`config.mk`:
```
export PLATFORM = sky130hd
export DESIGN_NAME = rlt_timer
export DESIGN_NICKNAME = d
export VERILOG_FILES = /design/src/inc/rlt_pkg.sv /design/src/rtl/rlt_apb_slave.sv /design/src/rtl/rlt_down8.sv /design/src/rtl/rlt_timer.sv
export SDC_FILE = /design/constraint.sdc
export NUM_CORES = 1
export LEC_CHECK = 0
export BUFFER_PORTS_ARGS = -buffer_cell sky130_fd_sc_hd__buf_2
export CAP_MARGIN = 20
export CORE_MARGIN = 5
export CORE_UTILIZATION = 49
export CTS_CLUSTER_SIZE = 10
export DETAILED_ROUTE_END_ITERATION = 7
export PLACE_DENSITY = 0.8
export SETUP_SLACK_MARGIN = 0.05
export SLEW_MARGIN = 20
export SYNTH_ARGS = -nofsm -noshare
export SYNTH_HDL_FRONTEND = slang
export SYNTH_SLANG_ARGS = --single-unit
```
`constraint.sdc`:
```
create_clock -name ref_clk -period 2.41 [get_ports ref_clk]
set_input_delay 0.1205 -clock ref_clk [delete_from_list [all_inputs] [get_ports ref_clk]]
set_output_delay 0.1205 -clock ref_clk [all_outputs]
set_load 0.02 [all_outputs]
```
`src/inc/rlt_pkg.sv`:
```
// Constants, types and register decode for the 8-bit reload timer.
// Assumes a 32-bit APB slave with byte addresses on paddr[7:0].
package rlt_pkg;

    // ------------------------------------------------------------
    // Register byte offsets
    // ------------------------------------------------------------
    localparam logic [7:0] OFF_PRIO = 8'h00;
    localparam logic [7:0] OFF_STBY = 8'h04;
    localparam logic [7:0] OFF_RUN = 8'h08;
    localparam logic [7:0] OFF_IRQC = 8'h0c;
    localparam logic [7:0] OFF_PRE = 8'h10;
    localparam logic [7:0] OFF_PRI = 8'h14;
    localparam logic [7:0] OFF_EVST = 8'h18;
    localparam logic [7:0] OFF_EVMSK = 8'h1c;
    localparam logic [7:0] OFF_CNT = 8'h20;

    // ------------------------------------------------------------
    // Field positions
    // ------------------------------------------------------------
    localparam int PRIO_LSB = 0;
    localparam int STBY_BIT = 1;
    localparam int RUN_BIT = 0;
    localparam int STAT_BIT = 1;
    localparam int FSTOP_BIT = 2;
    localparam int IR_BIT = 6;
    localparam int IE_BIT = 7;
    localparam int NEV = 3;
    localparam int EV_UNDER = 0;
    localparam int EV_START = 1;
    localparam int EV_STOP = 2;

    // ------------------------------------------------------------
    // Reset values
    // ------------------------------------------------------------
    localparam logic [1:0] RST_PRIO = 2'h0;
    localparam logic RST_STBY = 1'b1;
    localparam logic [7:0] RST_RELOAD = 8'hff;
    localparam logic [NEV-1:0] RST_MSK = 3'h0;

    // ------------------------------------------------------------
    // Types
    // ------------------------------------------------------------
    typedef enum logic [3:0] {
        REG_PRIO, REG_STBY, REG_RUN, REG_IRQC, REG_PRE,
        REG_PRI, REG_EVST, REG_EVMSK, REG_CNT, REG_NONE
    } rlt_reg_e;

    typedef enum logic [1:0] {RUN_IDLE, RUN_ARM, RUN_CNT, RUN_HALT} rlt_run_e;

    typedef struct packed {
        logic stb;
        rlt_reg_e id;
        logic [7:0] data;
    } rlt_wr_s;

    function automatic rlt_reg_e rlt_decode(input logic [7:0] addr);
        case (addr)
            OFF_PRIO: rlt_decode = REG_PRIO;
            OFF_STBY: rlt_decode = REG_STBY;
            OFF_RUN: rlt_decode = REG_RUN;
            OFF_IRQC: rlt_decode = REG_IRQC;
            OFF_PRE: rlt_decode = REG_PRE;
            OFF_PRI: rlt_decode = REG_PRI;
            OFF_EVST: rlt_decode = REG_EVST;
            OFF_EVMSK: rlt_decode = REG_EVMSK;
            OFF_CNT: rlt_decode = REG_CNT;
            default: rlt_decode = REG_NONE;
        endcase
    endfunction

endpackage

```
`src/rtl/rlt_apb_slave.sv`:
```
// APB slave front end: decodes, strobes writes, registers read data.
// Assumes the owner returns read data combinationally for rd_id.
`timescale 1ns/1ps
`default_nettype none

module rlt_apb_slave (
    input wire logic ref_clk,
    input wire logic resetn,
    input wire logic psel,
    input wire logic penable,
    input wire logic pwrite,
    input wire logic [7:0] paddr,
    input wire logic [31:0] pwdata,
    output logic [31:0] prdata,
    output logic pready,
    output logic pslverr,
    output rlt_pkg::rlt_wr_s wr,
    output rlt_pkg::rlt_reg_e rd_id,
    input wire logic [31:0] rd_data
);

    typedef struct packed {
        logic [31:0] rdata;
    } rlt_apb_s;

    rlt_apb_s st_reg;
    rlt_apb_s st_next;
    logic access;

    assign rd_id = rlt_pkg::rlt_decode(paddr);
    assign access = psel && penable;
    // Zero wait states; data is captured in the setup cycle
    assign pready = 1'b1;
    assign pslverr = access && (rd_id == rlt_pkg::REG_NONE);
    // One driver for the whole strobe bundle
    assign wr = '{stb: access && pwrite && (rd_id != rlt_pkg::REG_NONE),
                  id: rd_id,
                  data: pwdata[7:0]};
    assign prdata = st_reg.rdata;

    always_comb begin
        st_next = st_reg;
        if (psel && !penable && !pwrite) begin
            st_next.rdata = rd_data;
        end
    end

    always_ff @(posedge ref_clk or negedge resetn) begin
        if (!resetn) begin
            st_reg <= '0;
        end else begin
            st_reg <= st_next;
        end
    end

endmodule

`default_nettype wire

```
`src/rtl/rlt_down8.sv`:
```
// 8-bit down counter that reloads itself when it passes zero.
// Assumes load and dec are synchronous single-cycle strobes.
`timescale 1ns/1ps
`default_nettype none

module rlt_down8 (
    input wire logic ref_clk,
    input wire logic resetn,
    input wire logic load,
    input wire logic [7:0] reload,
    input wire logic dec,
    output logic [7:0] count,
    output logic underflow
);

    typedef struct packed {
        logic [7:0] cnt;
    } rlt_cnt_s;

    rlt_cnt_s st_reg;
    rlt_cnt_s st_next;

    assign count = st_reg.cnt;
    assign underflow = dec && !load && (st_reg.cnt == 8'h00);

    always_comb begin
        st_next = st_reg;
        if (load || underflow) begin
            st_next.cnt = reload;
        end else if (dec) begin
            st_next.cnt = st_reg.cnt - 8'h01;
        end
    end

    always_ff @(posedge ref_clk or negedge resetn) begin
        if (!resetn) begin
            st_reg <= '{cnt: rlt_pkg::RST_RELOAD};
        end else begin
            st_reg <= st_next;
        end
    end

endmodule

`default_nettype wire

```
`src/rtl/rlt_timer.sv`:
```
// Reload timer top: APB registers, run control, counters, irq gating.
// Assumes count_tick is a one-cycle pulse of the prescaled count source,
// synchronous to ref_clk.
`timescale 1ns/1ps
`default_nettype none

module rlt_timer (
    input wire logic ref_clk,
    input wire logic resetn,
    input wire logic psel,
    input wire logic penable,
    input wire logic pwrite,
    input wire logic [7:0] paddr,
    input wire logic [31:0] pwdata,
    output logic [31:0] prdata,
    output logic pready,
    output logic pslverr,
    input wire logic count_tick,
    output logic irq,
    output logic [1:0] irq_level,
    output logic count_active,
    output logic underflow
);

    // ------------------------------------------------------------
    // State
    // ------------------------------------------------------------
    typedef struct packed {
        logic [1:0] prio;
        logic stby;
        logic run;
        logic ie;
        logic ir;
        logic [7:0] pre_rl;
        logic [7:0] pri_rl;
        logic [rlt_pkg::NEV-1:0] ev;
        logic [rlt_pkg::NEV-1:0] msk;
        rlt_pkg::rlt_run_e fsm;
        logic irq;
        logic uf;
    } rlt_state_s;

    localparam rlt_state_s ST_RESET = '{
        prio: rlt_pkg::RST_PRIO,
        stby: rlt_pkg::RST_STBY,
        run: 1'b0,
        ie: 1'b0,
        ir: 1'b0,
        pre_rl: rlt_pkg::RST_RELOAD,
        pri_rl: rlt_pkg::RST_RELOAD,
        ev: '0,
        msk: rlt_pkg::RST_MSK,
        fsm: rlt_pkg::RUN_IDLE,
        irq: 1'b0,
        uf: 1'b0
    };

    rlt_state_s st_reg;
    rlt_state_s st_next;

    rlt_pkg::rlt_wr_s wr;
    rlt_pkg::rlt_reg_e rd_id;
    logic [31:0] rd_data;

    logic active;
    logic tick;
    logic fstop;
    logic [7:0] pre_rl_new;
    logic [7:0] pri_rl_new;
    logic pre_load;
    logic pri_load;
    logic pre_dec;
    logic [7:0] pre_cnt;
    logic [7:0] pri_cnt;
    logic pre_uf;
    logic pri_uf;

    function automatic logic wr_to(input rlt_pkg::rlt_wr_s w,
                                   input rlt_pkg::rlt_reg_e id);
        wr_to = w.stb && (w.id == id);
    endfunction

    // ------------------------------------------------------------
    // Bus front end
    // ------------------------------------------------------------
    rlt_apb_slave u_apb (
        .ref_clk(ref_clk),
        .resetn(resetn),
        .psel(psel),
        .penable(penable),
        .pwrite(pwrite),
        .paddr(paddr),
        .pwdata(pwdata),
        .prdata(prdata),
        .pready(pready),
        .pslverr(pslverr),
        .wr(wr),
        .rd_id(rd_id),
        .rd_data(rd_data)
    );

    // ------------------------------------------------------------
    // Counting path
    // ------------------------------------------------------------
    // Standby gates the count source, so every sync step freezes too
    assign tick = count_tick && !st_reg.stby;

    // Running flag covers the wait for the stopping source edge
    assign active = (st_reg.fsm == rlt_pkg::RUN_CNT)
                 || (st_reg.fsm == rlt_pkg::RUN_HALT);

    assign fstop = wr_to(wr, rlt_pkg::REG_RUN) && wr.data[rlt_pkg::FSTOP_BIT];

    // Reload writes land in both reload register and counter
    always_comb begin
        pre_rl_new = st_reg.pre_rl;
        pri_rl_new = st_reg.pri_rl;
        if (fstop) begin
            pre_rl_new = rlt_pkg::RST_RELOAD;
            pri_rl_new = rlt_pkg::RST_RELOAD;
        end else begin
            if (wr_to(wr, rlt_pkg::REG_PRE)) begin
                pre_rl_new = wr.data;
            end
            if (wr_to(wr, rlt_pkg::REG_PRI)) begin
                pri_rl_new = wr.data;
            end
        end
    end

    assign pre_load = fstop || wr_to(wr, rlt_pkg::REG_PRE);
    assign pri_load = fstop || wr_to(wr, rlt_pkg::REG_PRI);

    // Only the running state consumes source edges
    assign pre_dec = (st_reg.fsm == rlt_pkg::RUN_CNT) && tick;

    rlt_down8 u_pre (
        .ref_clk(ref_clk),
        .resetn(resetn),
        .load(pre_load),
        .reload(pre_rl_new),
        .dec(pre_dec),
        .count(pre_cnt),
        .underflow(pre_uf)
    );

    // Primary steps on prescaler underflow; both reload on their own
    rlt_down8 u_pri (
        .ref_clk(ref_clk),
        .resetn(resetn),
        .load(pri_load),
        .reload(pri_rl_new),
        .dec(pre_uf),
        .count(pri_cnt),
        .underflow(pri_uf)
    );

    // ------------------------------------------------------------
    // Control and interrupt state
    // ------------------------------------------------------------
    always_comb begin
        logic [rlt_pkg::NEV-1:0] ev_set;
        logic [rlt_pkg::NEV-1:0] ev_clr;
        ev_set = '0;
        ev_clr = '0;
        st_next = st_reg;

        if (wr_to(wr, rlt_pkg::REG_PRIO)) begin
            st_next.prio = wr.data[rlt_pkg::PRIO_LSB +: 2];
        end
        if (wr_to(wr, rlt_pkg::REG_STBY)) begin
            st_next.stby = wr.data[rlt_pkg::STBY_BIT];
        end
        if (wr_to(wr, rlt_pkg::REG_RUN)) begin
            st_next.run = wr.data[rlt_pkg::RUN_BIT];
        end
        if (wr_to(wr, rlt_pkg::REG_IRQC)) begin
            st_next.ie = wr.data[rlt_pkg::IE_BIT];
        end
        if (wr_to(wr, rlt_pkg::REG_EVMSK)) begin
            st_next.msk = wr.data[rlt_pkg::NEV-1:0];
        end
        if (wr_to(wr, rlt_pkg::REG_EVST)) begin
            ev_clr = wr.data[rlt_pkg::NEV-1:0];
        end
        st_next.pre_rl = pre_rl_new;
        st_next.pri_rl = pri_rl_new;

        // Start and stop resynchronise to the count source edge
        case (st_reg.fsm)
            rlt_pkg::RUN_IDLE: begin
                if (st_reg.run) begin
                    st_next.fsm = rlt_pkg::RUN_ARM;
                end
            end
            rlt_pkg::RUN_ARM: begin
                if (!st_reg.run) begin
                    st_next.fsm = rlt_pkg::RUN_IDLE;
                end else if (tick) begin
                    st_next.fsm = rlt_pkg::RUN_CNT;
                    ev_set[rlt_pkg::EV_START] = 1'b1;
                end
            end
            rlt_pkg::RUN_CNT: begin
                if (!st_reg.run) begin
                    st_next.fsm = rlt_pkg::RUN_HALT;
                end
            end
            rlt_pkg::RUN_HALT: begin
                if (st_reg.run) begin
                    st_next.fsm = rlt_pkg::RUN_CNT;
                end else if (tick) begin
                    st_next.fsm = rlt_pkg::RUN_IDLE;
                    ev_set[rlt_pkg::EV_STOP] = 1'b1;
                end
            end
            default: begin
                st_next.fsm = rlt_pkg::RUN_IDLE;
            end
        endcase

        // Forced stop overrides any pending start or stop
        if (fstop) begin
            st_next.run = 1'b0;
            st_next.fsm = rlt_pkg::RUN_IDLE;
            ev_set[rlt_pkg::EV_START] = 1'b0;
            ev_set[rlt_pkg::EV_STOP] = active;
        end

        ev_set[rlt_pkg::EV_UNDER] = pri_uf;

        // Writing one leaves the request alone; an underflow wins a clear
        if (wr_to(wr, rlt_pkg::REG_IRQC) && !wr.data[rlt_pkg::IR_BIT]) begin
            st_next.ir = 1'b0;
        end
        if (pri_uf) begin
            st_next.ir = 1'b1;
        end
        st_next.ev = (st_reg.ev & ~ev_clr) | ev_set;

        st_next.irq = (st_next.prio != 2'h0)
                   && ((st_next.ie && st_next.ir)
                   || ((st_next.ev & st_next.msk) != '0));
        st_next.uf = pri_uf;
    end

    always_ff @(posedge ref_clk or negedge resetn) begin
        if (!resetn) begin
            st_reg <= ST_RESET;
        end else begin
            st_reg <= st_next;
        end
    end

    // ------------------------------------------------------------
    // Read multiplexer
    // ------------------------------------------------------------
    // Forced-stop bit has no storage, so it always reads zero
    always_comb begin
        rd_data = 32'h0000_0000;
        case (rd_id)
            rlt_pkg::REG_PRIO: begin
                rd_data[rlt_pkg::PRIO_LSB +: 2] = st_reg.prio;
            end
            rlt_pkg::REG_STBY: begin
                rd_data[rlt_pkg::STBY_BIT] = st_reg.stby;
            end
            rlt_pkg::REG_RUN: begin
                rd_data[rlt_pkg::RUN_BIT] = st_reg.run;
                rd_data[rlt_pkg::STAT_BIT] = active;
            end
            rlt_pkg::REG_IRQC: begin
                rd_data[rlt_pkg::IE_BIT] = st_reg.ie;
                rd_data[rlt_pkg::IR_BIT] = st_reg.ir;
            end
            rlt_pkg::REG_PRE: begin
                rd_data[7:0] = st_reg.pre_rl;
            end
            rlt_pkg::REG_PRI: begin
                rd_data[7:0] = st_reg.pri_rl;
            end
            rlt_pkg::REG_EVST: begin
                rd_data[rlt_pkg::NEV-1:0] = st_reg.ev;
            end
            rlt_pkg::REG_EVMSK: begin
                rd_data[rlt_pkg::NEV-1:0] = st_reg.msk;
            end
            rlt_pkg::REG_CNT: begin
                rd_data[15:0] = {pri_cnt, pre_cnt};
            end
            default: begin
                rd_data = 32'h0000_0000;
            end
        endcase
    end

    // ------------------------------------------------------------
    // Outputs
    // ------------------------------------------------------------
    assign irq = st_reg.irq;
    assign irq_level = st_reg.prio;
    assign underflow = st_reg.uf;

    // Decoded straight from the state register, in step with the flag read
    always_comb begin
        count_active = (st_reg.fsm == rlt_pkg::RUN_CNT)
                    || (st_reg.fsm == rlt_pkg::RUN_HALT);
    end

endmodule

`default_nettype wire

```
== Word-level counts from Yosys, hierarchy flattened ==
Index checks and enable logic that the tools add are counted.

* RAM bits: 0
* Latch bits: 0
* Flip-flop bits (word level): 64
* Output and inout bits: 39
* Memory bits (read-only): 0
* Memories kept: 0
* Word-level logic and storage cells: 130
* Input port bits: 46

* Multipliers: 0
* Add/sub/neg operators: 2
* Multiplexer cells: 37
* Reductions and logical operators: 47
* Divide/modulo/power cells: 0
* Bitwise logic cells: 4
* Order comparisons: 0
* Eq/ne operators: 25
* Shift-type cells: 0

{| class="wikitable"
|+ Operator list
! operator !! number
|-
| $mux 8 || 9
|-
| $pmux 4 s9 || 1
|-
| $eq 8x5->1 const B || 4
|-
| $logic_and 1x1->1 || 24
|-
| $logic_not 8->1 || 3
|-
| $mux 2 || 9
|-
| $eq 4x3->1 const B || 4
|-
| $eq 8x4->1 const B || 2
|-
| $pmux 2 s4 || 2
|-
| $sub 8x1->8 const B || 2
|-
| $ne 4x4->1 const B || 3
|-
| $mux 1 || 10
|-
| $pmux 3 s3 || 1
|-
| $eq 4x2->1 const B || 2
|-
| $eq 4x4->1 const B || 2
|-
| $eq 8x3->1 const B || 1
|-
| $eq 8x6->1 const B || 1
|-
| $pmux 1 s8 || 1
|-
| $reduce_bool 2->1 || 4
|-
| $pmux 1 s7 || 1
|-
| $and 3x3->3 || 2
|-
| $logic_not 1->1 || 6
|-
| $logic_or 1x1->1 || 6
|-
| $mux 3 || 2
|-
| 11 further kinds || 13
|}

== Depth between registers and ports, before layout ==
* Word-level depth: 17
* Mapped depth: 9

== Hierarchy ==
From an unflattened synthesis, not the netlist that was laid out.

* Cells, all modules: 384
* Area, all modules: 4267.8 um^2

{| class="wikitable"
|+ Modules (own cells, without submodules)
! module !! instances !! seq. area each (um^2) !! area each (um^2) !! cells an instance
|-
| rlt_timer || 1 || 822.0 || 1810.5 || 194
|-
| rlt_apb_slave || 1 || 800.8 || 1393.8 || 94
|-
| rlt_down8 || 2 || 210.2 || 531.8 || 48
|}

== Least setup slack after synthesis ==
No wires, ideal clock.

* Path kind: reg2reg
* Start point: reg u_pri.st_reg, in the netlist u_pri.count[0]
* End point: reg u_pri.st_reg, in the netlist u_pri.count[5]
* Period minus slack after synthesis: 2.314 ns
* Stages on the path, launching flop included: 9
* Library setup time: 0.094 ns
* Setup slack: 0.096 ns
* Arrival: 2.220 ns
* Required time: 2.316 ns
* Buffers on the path: 0
* Cells stage by stage: dfstp_2 > inv_1 > ha_1 > or4b_4 > or4_4 > o311ai_4 > or2_1 > a21oi_1 > a311oi_1

* Longest elaborated chain between the ends: 4
* Elaborated cells between the ends (all ways): 7

{| class="wikitable"
|+ RTL lines
! item !! line !! source
|-
| from (decl) || rlt_down8.sv:20 || <nowiki>rlt_cnt_s st_reg;</nowiki>
|-
| from (signal assigned) || rlt_down8.sv:37 || <nowiki>st_reg <= '{cnt: rlt_pkg::RST_RELOAD};</nowiki>
|-
| from (signal assigned) || rlt_down8.sv:39 || <nowiki>st_reg <= st_next;</nowiki>
|-
| parallel branches: the longest is 4 deep, another holds $sub 8x1->8 || -- ||
|}

Parallel ways; which one is timed is not known. The select of a mux whose other input is x is not followed.
A chain may end at the register's enable or synchronous reset.

== Worst setup path in the final report ==
* Start point: reg u_pri.st_reg, in the netlist u_pri.count[0]
* End point: reg u_pri.st_reg, in the netlist u_pri.count[6]

The elaborated chain is that of the path after synthesis.

==> metrics.md <==
| Metric | Value |
|---|---|
| Seq. cell area | 1640 sq um |
| Post-route setup slack | 0.000924 ns |
| Area of the multi-input gates | 1900 sq um |
| Seq cells post-synth | 64 |
| Outcome | finished clean |
| Inserted Clock Buffers | 9 |
| Most common cell after layout, fill and taps aside | nand2_1 |
| Hold WC Path Type | input pin to flip-flop |
| Setup Skew | 0.00743 ns |
| Slew HR | 59.2% |
| Synth warnings | 0 |
| Layout cells sized above 1 | 30.7% |
| Core footprint | 7290 sq um |
| Final core occ | 60.2% |
| Critical path launch point type | flip-flop |
| Fin area | 4390 sq um |
| Crit Path Max Fanout | 4 |
| Worst-margin pin slew | 0.612 ns |
| Sw Pwr | 0.595 mW |
| WS Path Type | flip-flop to flip-flop |
| Vias in the first global route | 3,251 |
| P_leak | 2.05 nW |
| Routability Congestion | 0.905 |
| Final setup viols | 0 |
| First-pass GRT wire length | 16,600 um |
| Crit end category | flip-flop |
| Final min period | 2.41 ns |
| Clock power share | 48.5% |
| RSZ-0062 raised after global routing | true |
| DR iter-0 viols | 262 |
| Sequential area share after synthesis | 44.3% |
| Die Ht | 97.0 um |
| Max Slew Vio Count | 0 |
| Clk_lat worst skew | 0.35 ns |
| GRT Total Usage | 21.7% |
| Worst Path Arrival | 2.66 ns |
| Library cells used by synthesis | 63 |
| Die area | 9410 sq um |
| Logic gate share of total power | 8.1% |
| Part of the power in registers | 43.5% |
| DR WL/cell | 18.0 um |
| DR DRC count | 0 |
| Avg Cell Area, Syn | 9.20 sq um |
| Setup tns final | 0 ns |
| Largest net degree at the start of global routing | 28 |
| Num Clock Sinks | 64 |
| Via count of the routed design | 3,430 |
| Ant diodes | 0 |
| Root Buffer | clkbuf_8 |
| WP data required | 2.66 ns |
| Synth async-reset ratio | 100% |
| Final ANT Viol Nets | 0 |
| VDD IR max | 334 uV |
| Pwr dens | 589 nW/um^2 |
| Area grow syn2layout | 18.4% |
| I/O Buffers | 43 |
| Largest register FFs | 28 |
| Peak Freq | 415 MHz |
| P_int | 1.99 mW |
| Row Count | 31 |
| Post-synth EDFFs | 0 |
| Max clock buf depth | 2 |
| Starting Density | 50.9% |
| Final nets | 509 |
| Hold Fails Final Rpt | 0 |
| H-tree depth | 3 |
| Switch share | 23.0% |
| Syn Inst Count | 403 |
| Mapped cell area | 3710 sq um |
| Fillers | 622 |
| Final WL | 10,200 um |
| Post-place setup slack | -0.00357 ns |
| CTS tree | yes |
| Commonest non-fill, non-tap cells in the layout | nand2_1 (68), buf_2 (43), dfstp_2 (33) |
| Drt via density | 6.07 |
| Reg clk slew, reported paths | 0.07 ns |
| GRT Residual Overflow | 0 |
| Tcrit/Tclk final | 100% |
| Most used DFF post-synth | dfstp_2 |
| Final hold slack | 0.0549 ns |
| Num ports | 85 |
| Detailed Routing Iterations Pass 1 | 5 |
| Number of max-cap violations | 0 |
| Placed inst area | 4030 sq um |
| DP HPWL | 7330 um |
| Initial antenna violation count | 0 |
| Die X | 97.0 um |
-- power by group through the flow --
stage               Sequential, mW  Clock [mW]  Combinational, mW
finish                        1.12        1.25              0.209
global route                  1.13        1.32              0.230
CTS                           1.12        1.26              0.205
detailed placement            1.14           0              0.199
global placement              1.14           0              0.194
floorplan                     1.15           0              0.129
-- logic make-up (layout without fill, tap and decap cells) --
group / Yosys count / count (layout) / share of synthesized area (%)
adders and majority gates: 2 / 2 / 0.675
xor gates and xnor gates: 2 / 2 / 0.472
buffers and inverters: 46 / 94 / 6.92
other: 2 / 17 / 0.203
muxes: 10 / 10 / 2.90
DFF: 64 / 64 / 44.3
AOI/OAI and AO/OA: 89 / 89 / 17.1
and+or+nand+nor: 188 / 188 / 27.4
-- per-layer routing --
layer	wire [um]	vias to the layer above	global-route usage, %
li1	-	1566	-
met5	0	-	0
met2	4830	198	33.8
met3	931	28	5.04
met1	4150	1638	28.4
met4	278	0	10.2
-- final timing paths --
path | from | endpoint | slack, ns | depth (start not counted)
setup / recovery | u_pri.count[0]$_DFFE_PN1P_ | u_pri.count[6]$_DFFE_PN1P_ | 0.0009 | 8
max in group asynchronous | resetn | st_reg[10]$_DFF_PN1_ | 1.32 | 3
hold / removal | pwdata[4] | st_reg[14]$_DFF_PN1_ | 0.05 | 3
min in group asynchronous | resetn | irq$_DFF_PN0_ | 0.32 | 2
hold reg to reg | u_apb.prdata[13]$_DFFE_PN0P_ | u_apb.prdata[13]$_DFFE_PN0P_ | 0.46 | 2
setup reg to reg | u_pri.count[0]$_DFFE_PN1P_ | u_pri.count[6]$_DFFE_PN1P_ | 0.0009 | 8
-- worst max-delay path, stage by stage, from the launching register on --
cell and delay, ns:
dfstp_2 0.38, inv_2 0.07, ha_4 0.13, or4b_4 0.49, or4_4 0.48, o311ai_4 0.29, or2_1 0.16, a21oi_1 0.06
a311oi_1 0.25
-- cell usage after synthesis, types with 3 or more instances --
cell type | n | share of area, %
a21o_1 | 4 | 0.81
a21oi_1 | 17 | 2.3
a221oi_1 | 3 | 0.71
a22o_1 | 8 | 1.9
a22oi_1 | 3 | 0.61
a311oi_1 | 5 | 1.2
a31oi_1 | 6 | 1.0
and2_1 | 5 | 0.84
and3_1 | 3 | 0.51
and4_1 | 3 | 0.71
buf_2 | 10 | 1.3
buf_4 | 19 | 3.8
clkbuf_1 | 10 | 1.0
dfrtp_1 | 31 | 21
dfstp_2 | 33 | 23
inv_1 | 6 | 0.61
mux2_2 | 6 | 1.8
mux2i_1 | 4 | 1.1
nand2_1 | 68 | 6.9
nand2b_1 | 3 | 0.51
nand3_1 | 31 | 4.2
nand4_1 | 3 | 0.51
nor2_1 | 26 | 2.6
nor3_1 | 13 | 1.8
nor4_1 | 3 | 0.51
o211ai_1 | 5 | 1.0
o21ai_0 | 18 | 2.4
or3_1 | 3 | 0.51
or4_1 | 3 | 0.61
-- cell type report --
type                    count  share of cell area (%)
clock inverters             5                    2.91
clock buffers              11                    3.22
multi-input cells         308                    43.2
flip-flops and latches     64                    37.4
repair buffers             72                    9.92
inverters                   6                   0.513
well taps                  99                    2.82
-- through the flow --
step / power [mW] / cells
5_1_grt: 2.67 / 565
3_5_place_dp: 1.34 / 541
2_1_floorplan: 1.28 / 418
4_1_cts: 2.59 / 560
3_3_place_gp: 1.33 / 541
6_report: 2.59 / 565
-- repair_timing --
| item | 4_1_cts | 5_1_grt |
|---|---|---|
| hold buffers | 1 | 0 |
| pin swaps | 3 | 4 |
| endpoints found under the hold margin | 14 | 0 |
| gates resized for setup | 5 | 2 |
| buffers inserted | 2 | 5 |
| setup endpoints to repair | 5 | 6 |
No activity file was read; power rests on OpenSTA's default activity.
